[config.mk]
export PLATFORM = sky130hd
export DESIGN_NAME = cmb_config
export DESIGN_NICKNAME = d
export VERILOG_FILES = /design/src/logic/cmb_pkg.sv /design/src/logic/cmb_bit_timer.sv /design/src/logic/cmb_sampler.sv /design/src/logic/cmb_config.sv
export SDC_FILE = /design/constraint.sdc
export NUM_CORES = 1
export LEC_CHECK = 0
export BUFFER_PORTS_ARGS = -buffer_cell sky130_fd_sc_hd__buf_2
export CORE_MARGIN = 4
export CORE_UTILIZATION = 60
export DETAILED_ROUTE_END_ITERATION = 8
export HOLD_SLACK_MARGIN = 0.1
export PLACE_DENSITY = 0.88
export SLEW_MARGIN = 10
export SYNTH_ARGS = -nofsm -noshare
export SYNTH_HDL_FRONTEND = slang
export SYNTH_SLANG_ARGS = --single-unit
[constraint.sdc]
create_clock -name sys_clk -period 5.7 [get_ports sys_clk]
set_input_delay 0.855 -clock sys_clk [delete_from_list [all_inputs] [get_ports sys_clk]]
set_output_delay 0.855 -clock sys_clk [all_outputs]
set_load 0.02 [all_outputs]
[src/logic/cmb_pkg.sv]
// Shared constants and types of the CAN mode and bit-timing configuration block
package cmb_pkg;
   // ----------------------------------------------------------------
   // Register offsets
   // ----------------------------------------------------------------
   localparam logic [3:0] ADDR_CTL0     = 4'h0;
   localparam logic [3:0] ADDR_CTL1     = 4'h1;
   localparam logic [3:0] ADDR_BTR0     = 4'h2;
   localparam logic [3:0] ADDR_BTR1     = 4'h3;
   localparam logic [3:0] ADDR_INT_STAT = 4'h4;
   localparam logic [3:0] ADDR_INT_EN   = 4'h5;
   localparam logic [3:0] ADDR_INT_CLR  = 4'h6;

   // ----------------------------------------------------------------
   // Field positions
   // ----------------------------------------------------------------
   localparam int CTL0_INIT_REQ  = 0;
   localparam int CTL0_WAKE_EN   = 2;
   localparam int CTL0_RECOVER   = 6;
   localparam int INT_WAKE       = 0;
   localparam int INT_RX         = 1;
   localparam int INT_TX         = 2;
   localparam int INT_BUSOFF     = 3;
   localparam int INT_W          = 4;

   // ----------------------------------------------------------------
   // Reset values
   // ----------------------------------------------------------------
   localparam logic [7:0] CTL1_RESET = 8'h00;
   localparam logic [7:0] BTR0_RESET = 8'h00;
   localparam logic [7:0] BTR1_RESET = 8'h00;

   // ----------------------------------------------------------------
   // Timing
   // ----------------------------------------------------------------
   localparam int CLK_PERIOD_NS   = 8;
   localparam int WAKE_FILTER_NS  = 2000;
   localparam int WAKE_FILTER_CYC = (WAKE_FILTER_NS + CLK_PERIOD_NS - 1) / CLK_PERIOD_NS;
   localparam int QUANTA_W        = 5;

   // ----------------------------------------------------------------
   // Types
   // ----------------------------------------------------------------
   typedef struct packed {
      logic module_enable_bit;
      logic clock_source_select;
      logic internal_loopback_bit;
      logic listen_only_bit;
      logic busoff_recovery_select;
      logic wake_filter_select;
      logic [1:0] unused;
   } cmb_ctl_s;

   typedef struct packed {
      logic       sample_count_select;
      logic [2:0] time_segment_two;
      logic [3:0] time_segment_one;
   } cmb_btr_s;

   typedef enum logic [1:0] {
      ST_RUN  = 2'b01,
      ST_INIT = 2'b10
   } cmb_mode_e;
endpackage

[src/logic/cmb_bit_timer.sv]
// Prescaler and time-quantum sequencer of one bit time
module cmb_bit_timer #(
   parameter int PW = 6,
   parameter int S1W = 4,
   parameter int S2W = 3
) (
   input  wire logic           sys_clk,
   input  wire logic           resetn,
   input  wire logic           run,
   input  wire logic           tick,
   input  wire logic [PW-1:0]  prescale,
   input  wire logic [S1W-1:0] seg1,
   input  wire logic [S2W-1:0] seg2,
   output logic                quantum_tick,
   output logic                early_tick,
   output logic                sample_tick,
   output logic                bit_end
);
   localparam int QW = cmb_pkg::QUANTA_W;
   logic [PW-1:0] pcnt;
   logic [QW-1:0] qcnt;
   logic [QW-1:0] s1;
   logic [QW-1:0] q_last;

   assign s1           = QW'(seg1);
   assign q_last       = QW'(s1 + QW'(seg2) + QW'(2));
   assign quantum_tick = run && tick && (pcnt == prescale);
   // Two quanta ending just before the sample point feed the triple vote
   assign early_tick   = quantum_tick && (qcnt == s1 || qcnt == QW'(s1 - QW'(1)));
   assign sample_tick  = quantum_tick && (qcnt == QW'(s1 + QW'(1)));
   assign bit_end      = quantum_tick && (qcnt == q_last);

   always_ff @(posedge sys_clk or negedge resetn) begin
      if (!resetn) begin
         pcnt <= '0;
      end else if (!run) begin
         pcnt <= '0;
      end else if (tick) begin
         pcnt <= (pcnt == prescale) ? '0 : PW'(pcnt + PW'(1));
      end
   end

   always_ff @(posedge sys_clk or negedge resetn) begin
      if (!resetn) begin
         qcnt <= '0;
      end else if (!run) begin
         qcnt <= '0;
      end else if (quantum_tick) begin
         qcnt <= (qcnt == q_last) ? '0 : QW'(qcnt + QW'(1));
      end
   end
endmodule // cmb_bit_timer

[src/logic/cmb_sampler.sv]
// Single or triple sample bit decision at the sample point
module cmb_sampler (
   input  wire logic sys_clk,
   input  wire logic resetn,
   input  wire logic bit_in,
   input  wire logic triple,
   input  wire logic early_tick,
   input  wire logic sample_tick,
   output logic      bit_out,
   output logic      bit_valid
);
   logic e0;
   logic e1;

   always_ff @(posedge sys_clk or negedge resetn) begin
      if (!resetn) begin
         e0 <= 1'b1;
         e1 <= 1'b1;
      end else if (early_tick) begin
         e0 <= bit_in;
         e1 <= e0;
      end
   end

   always_ff @(posedge sys_clk or negedge resetn) begin
      if (!resetn) begin
         bit_out   <= 1'b1;
         bit_valid <= 1'b0;
      end else begin
         bit_valid <= sample_tick;
         if (sample_tick) begin
            bit_out <= triple ? ((e0 & e1) | (e0 & bit_in) | (e1 & bit_in)) : bit_in;
         end
      end
   end
endmodule // cmb_sampler

[src/logic/cmb_config.sv]
// CAN mode control, bit-timing configuration, pin steering and interrupts
//
// Notes on behaviour
// - Control register 1 and bit-timing writes land only while init request and init acknowledge are both one.
// - Module enable takes one write in normal system mode and any number in special mode, in init.
// - Clock source select zero runs the bit timing from the oscillator, one from the bus clock.
// - Loopback feeds the transmit stream to the receiver, ignores the receive pin, holds TX at 1.
// - Loopback ignores the acknowledge slot and raises both transmit and receive interrupts.
// - Listen-only receives valid frames but sends no acknowledge or error frames, counters frozen.
// - Listen-only mode never transmits.
// - Bus-off recovery select zero recovers automatically, one only on a software request.
// - Wake filter select zero wakes on any dominant level, one only on a long enough dominant pulse.
// - The six-bit prescaler field gives a prescaler of field plus one, from 1 to 64.
// - The bit-timing register holds sampling and both segments and is writable only in init.
// - Sampling zero takes one sample at the sample point, one takes three and a majority vote.
// - Segment 2 sits in bits 6 to 4 and segment 1 in bits 3 to 0 and set bit length and sample point.
//
// The strobed register port is this design's own decision.
module cmb_config (
   input  wire logic       sys_clk,
   input  wire logic       resetn,
   input  wire logic [3:0] reg_addr,
   input  wire logic [7:0] reg_wdata,
   input  wire logic       reg_wr,
   input  wire logic       reg_rd,
   output logic [7:0]      reg_rdata,
   input  wire logic       special_mode,
   input  wire logic       osc_clk_pin,
   input  wire logic       bus_receive_pin,
   output logic            bus_transmit_pin,
   input  wire logic       tx_bit,
   input  wire logic       tx_done,
   input  wire logic       rx_done,
   input  wire logic       busoff_state,
   input  wire logic       recess_seq_done,
   input  wire logic       sleep_active,
   output logic            init_mode,
   output logic            module_enabled,
   output logic            tx_allowed,
   output logic            ack_ignore,
   output logic            ack_suppress,
   output logic            error_frame_suppress,
   output logic            error_count_freeze,
   output logic            busoff_recover,
   output logic            wake_up,
   output logic            quantum_tick,
   output logic            bit_end,
   output logic            rx_bit,
   output logic            rx_bit_valid,
   output logic            irq
);
   localparam int WCW = $clog2(cmb_pkg::WAKE_FILTER_CYC + 1);
   localparam logic [WCW-1:0] WAKE_CYC = WCW'(cmb_pkg::WAKE_FILTER_CYC);

   // ----------------------------------------------------------------
   // Pin synchronisers
   // ----------------------------------------------------------------
   logic rx_meta;
   logic rx_sync;
   logic osc_meta;
   logic osc_sync;
   logic osc_prev;

   always_ff @(posedge sys_clk or negedge resetn) begin
      if (!resetn) begin
         rx_meta  <= 1'b1;
         rx_sync  <= 1'b1;
         osc_meta <= 1'b0;
         osc_sync <= 1'b0;
         osc_prev <= 1'b0;
      end else begin
         rx_meta  <= bus_receive_pin;
         rx_sync  <= rx_meta;
         osc_meta <= osc_clk_pin;
         osc_sync <= osc_meta;
         osc_prev <= osc_sync;
      end
   end

   // ----------------------------------------------------------------
   // Init handshake and register file
   // ----------------------------------------------------------------
   cmb_pkg::cmb_mode_e mode;
   cmb_pkg::cmb_ctl_s  ctl;
   cmb_pkg::cmb_btr_s  btr;
   logic [7:0]         btr0;
   logic               init_req;
   logic               init_ack;
   logic               wake_en;
   logic               recover_req;
   logic               enable_locked;
   logic               cfg_open;
   logic               wr_ctl1;
   logic               wr_btr;
   logic [cmb_pkg::INT_W-1:0] int_stat;
   logic [cmb_pkg::INT_W-1:0] int_en;
   logic [cmb_pkg::INT_W-1:0] int_set;
   logic [cmb_pkg::INT_W-1:0] int_clr;

   assign init_ack = (mode == cmb_pkg::ST_INIT);
   assign cfg_open = init_req && init_ack;
   assign wr_ctl1  = reg_wr && reg_addr == cmb_pkg::ADDR_CTL1 && cfg_open;
   assign wr_btr   = reg_wr && (reg_addr == cmb_pkg::ADDR_BTR0 ||
                                reg_addr == cmb_pkg::ADDR_BTR1) && cfg_open;
   assign init_mode = init_ack;

   // Acknowledge trails the request by one cycle so software sees a real handshake
   always_ff @(posedge sys_clk or negedge resetn) begin
      if (!resetn) begin
         mode <= cmb_pkg::ST_INIT;
      end else begin
         case (mode)
            cmb_pkg::ST_RUN:  if (init_req) mode <= cmb_pkg::ST_INIT;
            cmb_pkg::ST_INIT: if (!init_req) mode <= cmb_pkg::ST_RUN;
            default:          mode <= cmb_pkg::ST_INIT;
         endcase
      end
   end

   always_ff @(posedge sys_clk or negedge resetn) begin
      if (!resetn) begin
         init_req    <= 1'b1;
         wake_en     <= 1'b0;
         recover_req <= 1'b0;
      end else begin
         recover_req <= 1'b0;
         if (reg_wr && reg_addr == cmb_pkg::ADDR_CTL0) begin
            init_req    <= reg_wdata[cmb_pkg::CTL0_INIT_REQ];
            wake_en     <= reg_wdata[cmb_pkg::CTL0_WAKE_EN];
            recover_req <= reg_wdata[cmb_pkg::CTL0_RECOVER];
         end
      end
   end

   // Enable locks after its first write unless the chip is in special mode
   always_ff @(posedge sys_clk or negedge resetn) begin
      if (!resetn) begin
         ctl           <= cmb_pkg::CTL1_RESET;
         enable_locked <= 1'b0;
      end else if (wr_ctl1) begin
         ctl.clock_source_select    <= reg_wdata[6];
         ctl.internal_loopback_bit  <= reg_wdata[5];
         ctl.listen_only_bit        <= reg_wdata[4];
         ctl.busoff_recovery_select <= reg_wdata[3];
         ctl.wake_filter_select     <= reg_wdata[2];
         if (special_mode || !enable_locked) begin
            ctl.module_enable_bit <= reg_wdata[7];
            enable_locked         <= !special_mode;
         end
      end
   end

   always_ff @(posedge sys_clk or negedge resetn) begin
      if (!resetn) begin
         btr0 <= cmb_pkg::BTR0_RESET;
         btr  <= cmb_pkg::BTR1_RESET;
      end else if (wr_btr) begin
         if (reg_addr == cmb_pkg::ADDR_BTR0) begin
            btr0 <= reg_wdata;
         end else begin
            btr <= reg_wdata;
         end
      end
   end

   // ----------------------------------------------------------------
   // Interrupt status
   // ----------------------------------------------------------------
   logic wake_hit;

   // Loopback reports the own frame as received as well
   assign int_set[cmb_pkg::INT_WAKE]   = wake_hit;
   assign int_set[cmb_pkg::INT_RX]     = rx_done || (tx_done && ctl.internal_loopback_bit);
   assign int_set[cmb_pkg::INT_TX]     = tx_done;
   assign int_set[cmb_pkg::INT_BUSOFF] = busoff_state;
   assign int_clr = (reg_wr && reg_addr == cmb_pkg::ADDR_INT_CLR) ?
                    reg_wdata[cmb_pkg::INT_W-1:0] : '0;

   // Set wins over a clear in the same cycle
   always_ff @(posedge sys_clk or negedge resetn) begin
      if (!resetn) begin
         int_stat <= '0;
      end else begin
         int_stat <= (int_stat & ~int_clr) | int_set;
      end
   end

   always_ff @(posedge sys_clk or negedge resetn) begin
      if (!resetn) begin
         int_en <= '0;
      end else if (reg_wr && reg_addr == cmb_pkg::ADDR_INT_EN) begin
         int_en <= reg_wdata[cmb_pkg::INT_W-1:0];
      end
   end

   assign irq = |(int_stat & int_en);

   // ----------------------------------------------------------------
   // Read port
   // ----------------------------------------------------------------
   always_ff @(posedge sys_clk or negedge resetn) begin
      if (!resetn) begin
         reg_rdata <= 8'h00;
      end else if (reg_rd) begin
         case (reg_addr)
            cmb_pkg::ADDR_CTL0:     reg_rdata <= {5'h00, wake_en, 1'b0, init_req};
            cmb_pkg::ADDR_CTL1:     reg_rdata <= {ctl[7:2], 1'b0, init_ack};
            cmb_pkg::ADDR_BTR0:     reg_rdata <= btr0;
            cmb_pkg::ADDR_BTR1:     reg_rdata <= btr;
            cmb_pkg::ADDR_INT_STAT: reg_rdata <= {4'h0, int_stat};
            cmb_pkg::ADDR_INT_EN:   reg_rdata <= {4'h0, int_en};
            default:                reg_rdata <= 8'h00;
         endcase
      end else begin
         reg_rdata <= 8'h00;
      end
   end

   // ----------------------------------------------------------------
   // Mode steering
   // ----------------------------------------------------------------
   logic rx_mux;
   logic run;
   logic tick;

   assign module_enabled       = ctl.module_enable_bit;
   assign ack_ignore           = ctl.internal_loopback_bit;
   assign ack_suppress         = ctl.listen_only_bit;
   assign error_frame_suppress = ctl.listen_only_bit;
   assign error_count_freeze   = ctl.listen_only_bit;
   assign tx_allowed           = ctl.module_enable_bit && !init_ack && !ctl.listen_only_bit;
   assign rx_mux = ctl.internal_loopback_bit ? tx_bit : rx_sync;
   assign run    = ctl.module_enable_bit && !init_ack;
   assign tick   = ctl.clock_source_select ? 1'b1 : (osc_sync && !osc_prev);

   // Loopback and listen-only both keep the line recessive
   always_ff @(posedge sys_clk or negedge resetn) begin
      if (!resetn) begin
         bus_transmit_pin <= 1'b1;
      end else begin
         bus_transmit_pin <= (ctl.internal_loopback_bit || ctl.listen_only_bit || !run)
                             ? 1'b1 : tx_bit;
      end
   end

   always_ff @(posedge sys_clk or negedge resetn) begin
      if (!resetn) begin
         busoff_recover <= 1'b0;
      end else begin
         busoff_recover <= busoff_state &&
                           (ctl.busoff_recovery_select ? recover_req : recess_seq_done);
      end
   end

   // ----------------------------------------------------------------
   // Wake-up detection
   // ----------------------------------------------------------------
   // The filter counts bus-clock cycles, so a glitch shorter than the window never wakes
   logic [WCW-1:0] dom_cnt;
   logic           wake_arm;

   assign wake_arm = sleep_active && wake_en && !rx_sync;
   assign wake_hit = wake_arm && (!ctl.wake_filter_select || dom_cnt == WAKE_CYC);
   assign wake_up  = wake_hit;

   always_ff @(posedge sys_clk or negedge resetn) begin
      if (!resetn) begin
         dom_cnt <= '0;
      end else if (!wake_arm) begin
         dom_cnt <= '0;
      end else if (dom_cnt != WAKE_CYC) begin
         dom_cnt <= WCW'(dom_cnt + WCW'(1));
      end
   end

   // ----------------------------------------------------------------
   // Bit timing
   // ----------------------------------------------------------------
   logic early_tick;
   logic sample_tick;

   cmb_bit_timer #(.PW(6), .S1W(4), .S2W(3)) u_timer (
      .sys_clk      (sys_clk),
      .resetn       (resetn),
      .run          (run),
      .tick         (tick),
      .prescale     (btr0[5:0]),
      .seg1         (btr.time_segment_one),
      .seg2         (btr.time_segment_two),
      .quantum_tick (quantum_tick),
      .early_tick   (early_tick),
      .sample_tick  (sample_tick),
      .bit_end      (bit_end)
   );

   // Triple sampling relies on software keeping the pre-sample segment at two quanta or more
   cmb_sampler u_sampler (
      .sys_clk     (sys_clk),
      .resetn      (resetn),
      .bit_in      (rx_mux),
      .triple      (btr.sample_count_select),
      .early_tick  (early_tick),
      .sample_tick (sample_tick),
      .bit_out     (rx_bit),
      .bit_valid   (rx_bit_valid)
   );

   logic [7:0] tick_gap;
   logic       gap_ok;

   always_ff @(posedge sys_clk or negedge resetn) begin
      if (!resetn) begin
         tick_gap <= 8'h00;
         gap_ok   <= 1'b0;
      end else if (!run || !ctl.clock_source_select || wr_btr) begin
         tick_gap <= 8'h00;
         gap_ok   <= 1'b0;
      end else if (quantum_tick) begin
         tick_gap <= 8'h00;
         gap_ok   <= 1'b1;
      end else begin
         tick_gap <= 8'(tick_gap + 8'h01);
      end
   end
endmodule // cmb_config

After elaboration in Yosys (flattened, before gate mapping)
Index checks and enable logic that the tools add are counted.
{"block": "op_classes", "mul": 0, "n_mux": 20, "reduce_logical": 42, "shifts": 0, "n_lt_le_gt_ge": 0, "bitwise": 10, "eq_ne": 20, "div": 0, "addsub": 7}
{"cell": "8-bit case mux with 6 select lines", "count": 1}
{"cell": "8-bit two-way mux", "count": 3}
{"cell": "1-bit logical AND", "count": 21}
{"cell": "6-bit two-way mux", "count": 3}
{"cell": "5-bit == test", "count": 3}
{"cell": "5-bit two-way mux", "count": 3}
{"cell": "4-bit by 3-bit == test with 1-bit output, second input constant", "count": 3}
{"cell": "8-bit by 1-bit adder with 8-bit output, second input constant", "count": 1}
{"cell": "4-bit bitwise AND", "count": 2}
{"cell": "4-bit by 2-bit == test with 1-bit output, second input constant", "count": 2}
{"cell": "8-bit == test, second input constant", "count": 1}
{"cell": "1-bit zero test", "count": 8}
{"cell": "2-bit != test, second input constant", "count": 4}
{"cell": "8-bit != test, second input constant", "count": 1}
{"cell": "2-bit AND reduction", "count": 4}
{"cell": "1-bit logical OR", "count": 7}
{"cell": "6-bit by 1-bit adder with 6-bit output, second input constant", "count": 1}
{"cell": "6-bit == test", "count": 1}
{"cell": "1-bit two-way mux", "count": 6}
{"cell": "4-bit by 1-bit adder with 5-bit output, second input constant", "count": 1}
{"cell": "4-bit by 3-bit adder with 5-bit output", "count": 1}
{"cell": "5-bit by 1-bit adder with 5-bit output, second input constant", "count": 1}
{"cell": "5-bit by 2-bit adder with 5-bit output, second input constant", "count": 1}
{"cell": "5-bit by 4-bit == test with 1-bit output", "count": 1}
{"cell": "15 further kinds", "count": 19}
{"block": "word_totals", "output_inout_bits": 23, "register_bits": 74, "romBits": 0, "mem_count": 0, "mem_bits_rw": 0, "inputBits": 25, "latchBits": 0}

Logic depth before layout (Yosys ltp)
Gate-level depths: netlist (run 1).
{"block": "depth", "word_depth": 7, "mapped_depth": 10}

By module
A second synthesis (run 1) with hierarchy kept.
{"block": "hier_totals", "cells_unflattened": 356, "hier_area_um2": 3950.0}
{"module": "cmb_config", "n_inst": 1, "cells_each": 213, "area_each_um2": 2667.6}
{"module": "cmb_bit_timer", "n_inst": 1, "cells_each": 131, "area_each_um2": 1122.3}
{"module": "cmb_sampler", "n_inst": 1, "cells_each": 12, "area_each_um2": 160.2}

Worst setup path before layout (run 1)
OpenSTA, ideal clock, no wires.
{"block": "synth_timing", "kind": "register -> output", "from": "register btr[1] (netlist bit)", "to": "output port bit_end", "n_path_buf": 0, "setup_slack_ns": 2.468, "path_stages_with_launch": 10, "t_arrival_ns": 2.377, "required_ns": 4.845, "path_cell_list": "dfrtp_1 > inv_1 > ha_1 > inv_1 > ha_1 > fa_1 > xor2_1 > nor3_1 > o221ai_1 > nor2_1"}
{"block": "synth_via", "elab_chain_cells": 4}
{"element": "from (decl)", "line": "cmb_config.sv:85", "text": "cmb_pkg::cmb_btr_s btr;"}
{"element": "from (signal assigned)", "line": "cmb_config.sv:156", "text": "btr <= cmb_pkg::BTR1_RESET;"}
{"element": "from (signal assigned)", "line": "cmb_config.sv:161", "text": "btr <= reg_wdata;"}
{"element": "4-bit by 3-bit adder with 5-bit output", "line": "cmb_bit_timer.sv:26", "text": "assign q_last = QW'(s1 + QW'(seg2) + QW'(2));"}
{"element": "5-bit by 2-bit adder with 5-bit output", "line": "cmb_bit_timer.sv:26"}
{"element": "5-bit == test", "line": "cmb_bit_timer.sv:31", "text": "assign bit_end = quantum_tick && (qcnt == q_last);"}
{"element": "1-bit logical AND", "line": "cmb_bit_timer.sv:31"}
{"element": "to (decl)", "line": "cmb_config.sv:47", "text": "output logic bit_end,"}
Every way passes these cells.

Worst setup path after layout (run 1)
Ends and elaborated chain as after synthesis.

==> results.yml, run 1 <==
timing:
  max_freq_mhz: 262
  setup_tns_ns: 0
  finalHoldViolations: 0
  min_period_ns: 3.82
  setup_viol: 0
  final-max-slew-violation-count: 0
  relSlewSlack_pct: 39.3
  finClkSkew_ns: 0.00789
  min_period_over_period_pct: 67.0
  rsz0062_at_grt: "false"
  tightest_slew_ns: 0.910
clock_network:
  cts_inserted_buffers: 9
  cts_buffer_depth: 2
  htreeDepth: 3
  postCtsSetupBuffers: 0
  cts_tree: "yes"
  clkSinkCount: 74
  cts_root_buf: "clkbuf_8"
  cts_resized: 0
  holdBufCountCts: 0
  clkLatencyLatePin_ns: 0.36
  cts.clk_slew.worst_paths_ns: 0.08
setup_path:
  crit_path_max_fanout: 8
  start_kind: "flip-flop"
  max_stage_delay_ns: 0.45
  crit_type: "reg -> out"
  crit_family: "adder cells"
  slowest_stage: "dfrtp_1"
  end_kind: "output pin"
  startpoint: "btr[1]"
  crit_chain: "inv_1 > ha_1 > inv_1 > ha_1 > fa_1 > xor2_1 > nor3_1 > o221ai_1 > nor2_1 > buf_2"
  critPathArrivalTime_ns: 2.97
  reg2reg_from: "btr[1]"
  worst-endpoint-required_ns: 4.85
  path_buf_inv: 3
power_and_ir_drop:
  irDropWorstVdd_v: 0.000231
  powerDensity_nw_per_um2: 323
  p_total_mw: 1.40
  power_leakage_nw: 1.98
floorplan:
  die_y_microns: 88.4
  coreArea_sq_um: 6310
  die-area_sq_um: 7820
  die_w_microns: 88.4
  io_pins: 48
  start_util_pct: 61.5
  std_cell_rows: 29
yosys:
  async_reset_ff_share_pct: 100
  synth.yosys.warnings: 0
  syn_avg_cell_area_sq_um: 11.0
  syn_inst: 352
  ys_seq_area_share_pct: 48.0
  synth_edf_count: 0
  syn_area_sq_um: 3880
  syn_nets: 390
  yosysUniqueCellTypes: 57
  synthFlopType: "dfrtp_1"
  synth_seq_cells: 74
status:
  outcome: "finished, final reports clean"
drt:
  first_pass_iters: 4
  wl_per_cell_microns: 17.4
  vias: 2836
  drt_iter0_drc: 114
  via_per_inst: 5.95
  drc: 0
  antenna_left: 0
  totalWireLength_microns: 8300
cells_and_area:
  final_cell_mix: "66 x dfrtp_1, 47 x buf_2, 33 x mux2_2"
  nFillCells: 459
  antenna_cells: 0
  layout_commonest_cell: "dfrtp_1"
  fin_nets: 433
  regArea_sq_um: 1860
  multi_input_area_sq_um: 1880
  area_growth_syn_to_layout_pct: 11.8
  drive_gt1_share_pct: 29.5
global_routing:
  grt_overflow: 0
  grt_pass1_wl_microns: 14100
  grt_antenna_before_repair: 0
  grt_use_total_pct: 23.8
  grt_max_degree: 75
  grt_pass1_vias: 2895
placement:
  io_buffers: 47
  gp_congestion: 0.938
  place_hpwl_microns: 6010
hold_path:
  hold_path_class: "reg -> reg"
  hold_path_startpoint: "osc_meta"
flow_run:
  drv_cap: 0
## final timing paths
check,endpoint,slack (ns),cells after the start
max,bit_end,1.88,10
min,osc_sync,0.36,0
max reg2reg,u_timer.qcnt[2],2.92,10
min reg2reg,osc_sync,0.36,0
max in group asynchronous,u_timer.qcnt[2],4.41,2
min in group asynchronous,dom_cnt[0],0.69,2
## kinds of logic after synthesis
family                   after synthesis  synth area share (%)
AND/OR/NAND/NOR                      109                  14.5
flip-flops                            74                  48.0
AO/OA/AOI/OAI                         60                  10.8
multiplexers                          44                  12.7
buffers and inverters                 27                  3.45
XOR/XNOR                              25                  6.22
adder cells (fa/ha/maj)               13                  4.39
## Yosys cell counts (all sizes together), types with 5 or more instances
| cell | n | area share [%] |
|---|---|---|
| mux2 | 38 | 11 |
| buf | 10 | 1.7 |
| nand3b | 6 | 1.2 |
| inv | 10 | 0.97 |
| xnor2 | 13 | 3.5 |
| xor2 | 12 | 2.7 |
| nor2 | 30 | 3.2 |
| o21ai | 12 | 1.6 |
| nor2b | 6 | 0.97 |
| mux2i | 6 | 1.5 |
| nand2 | 21 | 2.1 |
| clkbuf | 6 | 0.58 |
| dfstp | 8 | 5.4 |
| ha | 12 | 3.9 |
| a31oi | 6 | 0.97 |
| nand2b | 8 | 1.4 |
| a21oi | 12 | 1.5 |
| a22oi | 8 | 1.5 |
| nor3 | 5 | 0.64 |
| nand3 | 15 | 1.9 |
| dfrtp | 66 | 43 |
## through the flow
stage	hold slack, ns	utilization [%]	instances	instance area, sq um	worst slack (ns)
finish	0.358	68.7	477	4340	1.88
global route	0.364	68.7	477	4340	1.64
CTS	0.361	68.7	477	4340	1.87
detailed placement	0.342	65.4	461	4130	2.28
global placement	0.334	65.4	461	4130	2.39
floorplan	0.331	-	352	3880	2.47
## registers in the layout, indices dropped and copies added (netlist names), 2 cells and up
register,flops
reg_rdata,8
btr,8
int_stat,4
int_en,4
btr0,8
u_timer.qcnt,5
u_timer.pcnt,6
mode,2
dom_cnt,8
ctl,3
## area by class of cell
class,count,area share [%]
sequential,74,42.9
tap,77,2.22
clock buffer,9,2.85
timing repair buffer,48,5.59
clock inverter,7,1.93
multi-input combinational,251,43.4
inverter,11,1.07
## routing by layer
metal	vias to the layer above	routed length [microns]	GRT usage [%]
met2	76	4280	38.4
met5	-	0	0
met1	1414	3430	30.3
met3	15	443	7.36
met4	0	156	8.79
li1	1331	-	-
## power by group
part           total (mW)  switching, mW  internal (mW)
Combinational       0.327          0.177          0.150
Clock               0.425          0.215          0.210
Sequential          0.651         0.0647          0.587
Power figures use the tool's default switching activity.
==> run 2, diff against run 1 <==
- CORE_UTILIZATION: 60 -> 58
- PLACE_DENSITY: 0.88 -> 0.86
- clock period: 5.7 -> 3.7 ns (I/O delays scaled with it)
==> run 2 against run 1 <==
Critical endpoint unchanged. Largest power group unchanged. Critical path depth did not move. Total power is 54% higher. Clock power grew 50%. Combinational power is 58% higher. Register-to-register slack worse by 2.0 ns.
==> results.yml, run 2 (same netlist as run 1, synthesis figures left out) <==
setup_path:
  r2r_cells: 10
  start_kind: "flip-flop"
  crit_path_max_fanout: 8
  crit_chain: "inv_1 > ha_1 > inv_1 > ha_1 > fa_1 > xor2_1 > nor3_1 > o221ai_2 > nor2_1 > buf_2"
  slowest_stage: "fa_1"
  critPathArrivalTime_ns: 2.95
  path_depth: 10
  worst-endpoint-required_ns: 3.14
  end_kind: "output pin"
  crit_family: "adder cells"
  crit_type: "reg -> out"
  path_buf_inv: 3
  max_stage_delay_ns: 0.46
global_routing:
  grt_antenna_before_repair: 0
  grt_pass1_wl_microns: 14300
  grt_pass1_vias: 2887
  grt_max_degree: 75
  grt_use_total_pct: 22.3
  grt_overflow: 0
timing:
  tightest_slew_ns: 0.899
  min_period_over_period_pct: 94.8
  min_period_ns: 3.51
  finalHoldViolations: 0
  setup_tns_ns: 0
  final-max-slew-violation-count: 0
  rsz0062_at_grt: "false"
  finClkSkew_ns: 0.00497
  relSlewSlack_pct: 40.0
  setup_viol: 0
  max_freq_mhz: 285
cells_and_area:
  nFillCells: 461
  layout_commonest_cell: "dfrtp_1"
  fin_nets: 432
  final_cell_mix: "66 x dfrtp_1, 46 x buf_2, 33 x mux2_2"
  layout.cells.non_filler: 476
  regArea_sq_um: 1860
  antenna_cells: 0
  area_growth_syn_to_layout_pct: 11.7
  drive_gt1_share_pct: 29.6
  multi_input_area_sq_um: 1890
power_and_ir_drop:
  power_frac_seq_pct: 46.5
  switching_share_pct: 32.6
  power_leakage_nw: 1.97
  p_comb_share_pct: 23.9
  clockPowerShare_pct: 29.6
  irDropWorstVdd_v: 0.000315
  powerDensity_nw_per_um2: 498
  p_int_mw: 1.45
  p_total_mw: 2.16
  p_sw_uw: 703
drt:
  wl_per_cell_microns: 17.9
  drt_iter0_drc: 195
  via_per_inst: 6.08
  vias: 2894
  drc: 0
  antenna_left: 0
  first_pass_iters: 5
  totalWireLength_microns: 8520
hold_path:
  whs_path_depth: 1
  hold_path_class: "in -> reg"
clock_network:
  cts_inserted_buffers: 9
  postCtsSetupBuffers: 0
  clkSinkCount: 74
  htreeDepth: 3
  cts_root_buf: "clkbuf_8"
  clkLatencyLatePin_ns: 0.36
  cts.clk_slew.worst_paths_ns: 0.08
  cts_tree: "yes"
  cts_buffer_depth: 2
floorplan:
  die-area_sq_um: 8060
  die_y_microns: 89.8
  io_pins: 48
  coreArea_sq_um: 6420
  start_util_pct: 60.4
  die_w_microns: 89.8
  std_cell_rows: 29
placement:
  placedCellCount: 460
  place_hpwl_microns: 6030
  gp_congestion: 0.927
  io_buffers: 47
flow_run:
  drv_cap: 0
status:
  outcome: "finished, final reports clean"
==> run 2: what timing repair did <==
| action | 4_1_cts | 5_1_grt |
|---|---|---|
| gates resized for setup | 0 | 1 |
| hold buffers | 0 | 0 |
| endpoints found under the setup margin | 0 | 1 |
==> run 2: metal layers <==
metal | track usage [%] | vias to the layer above | part of all wire, %
met5 | 0 | - | 0
met4 | 10.5 | 0 | 2.2
met3 | 4.59 | 19 | 4.9
met2 | 37.1 | 102 | 52
met1 | 28.0 | 1443 | 41
li1 | - | 1330 | -
==> run 2: power by group through the flow <==
stage                     clock network [mW]  registers (mW)  logic [mW]
after floorplan                            0           0.993       0.378
after global placement                     0            1.01       0.481
after detailed placement                   0            1.01       0.505
after CTS                              0.648            1.00       0.513
after global routing                   0.691            1.02       0.563
final                                  0.638            1.00       0.516
==> run 2: path summary, 6_finish.rpt <==
| check | endpoint | from | slack [ns] |
|---|---|---|---|
| worst max-delay path | bit_end | btr[1] | 0.19 |
| worst min-delay path | rx_meta | bus_receive_pin | 0.29 |
| worst max register to register | u_timer.qcnt[1] | btr[1] | 0.95 |
| worst min register to register | osc_sync | osc_meta | 0.35 |
| max in group asynchronous | busoff_recover | resetn | 2.80 |
| min in group asynchronous | u_timer.qcnt[4] | resetn | 0.32 |
==> run 2: per-stage QoR <==
step                      instance area [sq um]  utilization (%)  setup slack, ns  hold WS (ns)
final                                      4330             67.5            0.193         0.292
after global routing                       4330             67.5           0.0742         0.273
after detailed placement                   4130             64.3            0.530         0.335
after floorplan                            3880                -            0.768         0.259
after CTS                                  4330             67.4            0.110         0.282
after global placement                     4130             64.3            0.682         0.332
==> run 2: final cells by class <==
cell class	instances	area share (%)
sequential	74	43.0
tap	77	2.22
multi-input combinational	251	43.6
timing repair buffer	47	5.48
clock inverter	7	1.79
clock buffer	9	2.86
inverter	11	1.07
==> run 2: worst reg2reg max path, stage by stage, from the launching register on <==
cell and delay (ns):
dfrtp_1 0.45, inv_1 0.11, ha_1 0.30, inv_1 0.05
ha_1 0.22, fa_1 0.46, xor2_1 0.18, nor3_1 0.31
o221ai_2 0.24, nand3_1 0.18, o21ai_0 0.13
==> run 3, diff against run 2 <==
- CTS_CLUSTER_SIZE: not set -> 28
- clock period: 3.7 -> 3.6 ns (I/O delays scaled with it)
==> run 3 against run 2 <==
Final area grew 0.26%. Highest routed layer unchanged. Critical path depth grew 1. Routed wire length shrank 3.2%. Setup slack gained 0.019 ns. Sequential power is essentially flat. Clock power grew 11%. Clock skew grew 0.0033 ns. Via count shrank 3.0%. Largest power group unchanged. Worst hold slack lost 0.0055 ns.
==> results.yml, run 3 (same netlist as run 1, synthesis figures left out) <==
timing:
  rsz0062_at_grt: "false"
  finalHoldViolations: 0
  tightest_slew_ns: 0.907
  finClkSkew_ns: 0.00832
  max_freq_mhz: 295
  setup_tns_ns: 0
  min_period_ns: 3.39
  setup_slack_ns: 0.212
  setup_viol: 0
  final-max-slew-violation-count: 0
  min_period_over_period_pct: 94.1
  relSlewSlack_pct: 39.5
clock_network:
  cts_inserted_buffers: 9
  cts_root_buf: "clkbuf_8"
  cts_resized: 0
  htreeDepth: 3
  clkLatencyLatePin_ns: 0.35
  holdBufCountCts: 0
  postCtsSetupBuffers: 0
  cts.clk_slew.worst_paths_ns: 0.08
  cts_buffer_depth: 2
  clkSinkCount: 74
  cts_tree: "yes"
placement:
  place_ws_ns: 0.575
  place_hpwl_microns: 6010
  gp_congestion: 0.917
  placed_area_sq_um: 4130
  io_buffers: 47
setup_path:
  crit_chain: "inv_1 > ha_1 > inv_1 > ha_1 > fa_1 > xor2_1 > nor3_1 > o221ai_1 > buf_4 > nor2_1 > buf_2"
  crit_type: "reg -> out"
  worst-endpoint-required_ns: 3.06
  path_buf_inv: 4
  reg2reg_from: "btr[1]"
  crit_family: "adder cells"
  end_kind: "output pin"
  startpoint: "btr[1]"
  slowest_stage: "fa_1"
  critPathArrivalTime_ns: 2.85
  max_stage_delay_ns: 0.46
  start_kind: "flip-flop"
  crit_path_max_fanout: 8
status:
  outcome: "finished, final reports clean"
cells_and_area:
  fin_nets: 433
  antenna_cells: 0
  design_area_sq_um: 4350
  final_cell_mix: "66 x dfrtp_1, 46 x buf_2, 33 x mux2_2"
  drive_gt1_share_pct: 28.7
  layout_commonest_cell: "dfrtp_1"
  area_growth_syn_to_layout_pct: 12.0
floorplan:
  coreArea_sq_um: 6420
  die-area_sq_um: 8060
  die_w_microns: 89.8
  die_y_microns: 89.8
  start_util_pct: 60.4
  io_pins: 48
  std_cell_rows: 29
hold_path:
  hold_path_class: "in -> reg"
  hold_path_startpoint: "osc_clk_pin"
global_routing:
  grt_max_degree: 75
  grt_overflow: 0
  grt_pass1_wl_microns: 13700
  grt_pass1_vias: 2795
  grt_antenna_before_repair: 0
  grt_use_total_pct: 21.1
power_and_ir_drop:
  switching_share_pct: 30.7
  powerDensity_nw_per_um2: 519
  power_frac_seq_pct: 45.5
  clockPowerShare_pct: 31.3
  power_leakage_nw: 1.98
  irDropWorstVdd_v: 0.000378
  p_comb_share_pct: 23.2
  p_int_mw: 1.56
  p_sw_uw: 693
drt:
  antenna_left: 0
  drc: 0
  via_per_inst: 5.89
  wl_per_cell_microns: 17.3
  totalWireLength_microns: 8250
  first_pass_iters: 4
  drt_iter0_drc: 208
  vias: 2808
flow_run:
  drv_cap: 0
==> run 3: path summary, 6_finish.rpt <==
check / endpoint / cells past startpoint / slack [ns]
max in group asynchronous: dom_cnt[3] / 1 / 2.70
hold reg to reg: osc_sync / 0 / 0.35
min in group asynchronous: u_sampler.bit_valid / 1 / 0.31
hold / removal: osc_meta / 1 / 0.29
setup reg to reg: u_timer.qcnt[4] / 10 / 1.04
setup / recovery: bit_end / 11 / 0.21
==> run 3: layout make-up <==
class / instances / area, sq um
clock buffers: 12 / 135
inverters: 11 / 46.3
well taps: 77 / 96.3
flip-flops and latches: 74 / 1860
multi-input cells: 251 / 1880
fillers: 458 / 2080
clock inverters: 4 / 76.3
repair buffers: 48 / 245
==> run 3: power by group through the flow <==
stage | sequential [mW] | combinational, mW | clock [mW]
after global routing | 1.04 | 0.580 | 0.756
after CTS | 1.03 | 0.526 | 0.711
after floorplan | 1.02 | 0.388 | 0
after global placement | 1.03 | 0.496 | 0
final | 1.03 | 0.523 | 0.706
after detailed placement | 1.04 | 0.519 | 0
==> run 3: routing by layer <==
metal  up-vias  part of all wire, %  global-route usage [%]
li1       1334                    -                       -
met5         -                    0                       0
met4         0                  3.2                    10.3
met3        26                  4.5                    4.17
met2        77                   49                    34.5
met1      1371                   43                    26.9
==> run 3: metrics by stage <==
stage	cells	total power, mW	hold slack [ns]	util [%]
floorplan	352	1.41	0.244	-
global placement	461	1.53	0.332	64.4
detailed placement	461	1.56	0.335	64.4
CTS	477	2.26	0.279	67.7
global route	477	2.38	0.278	67.7
finish	477	2.26	0.286	67.7
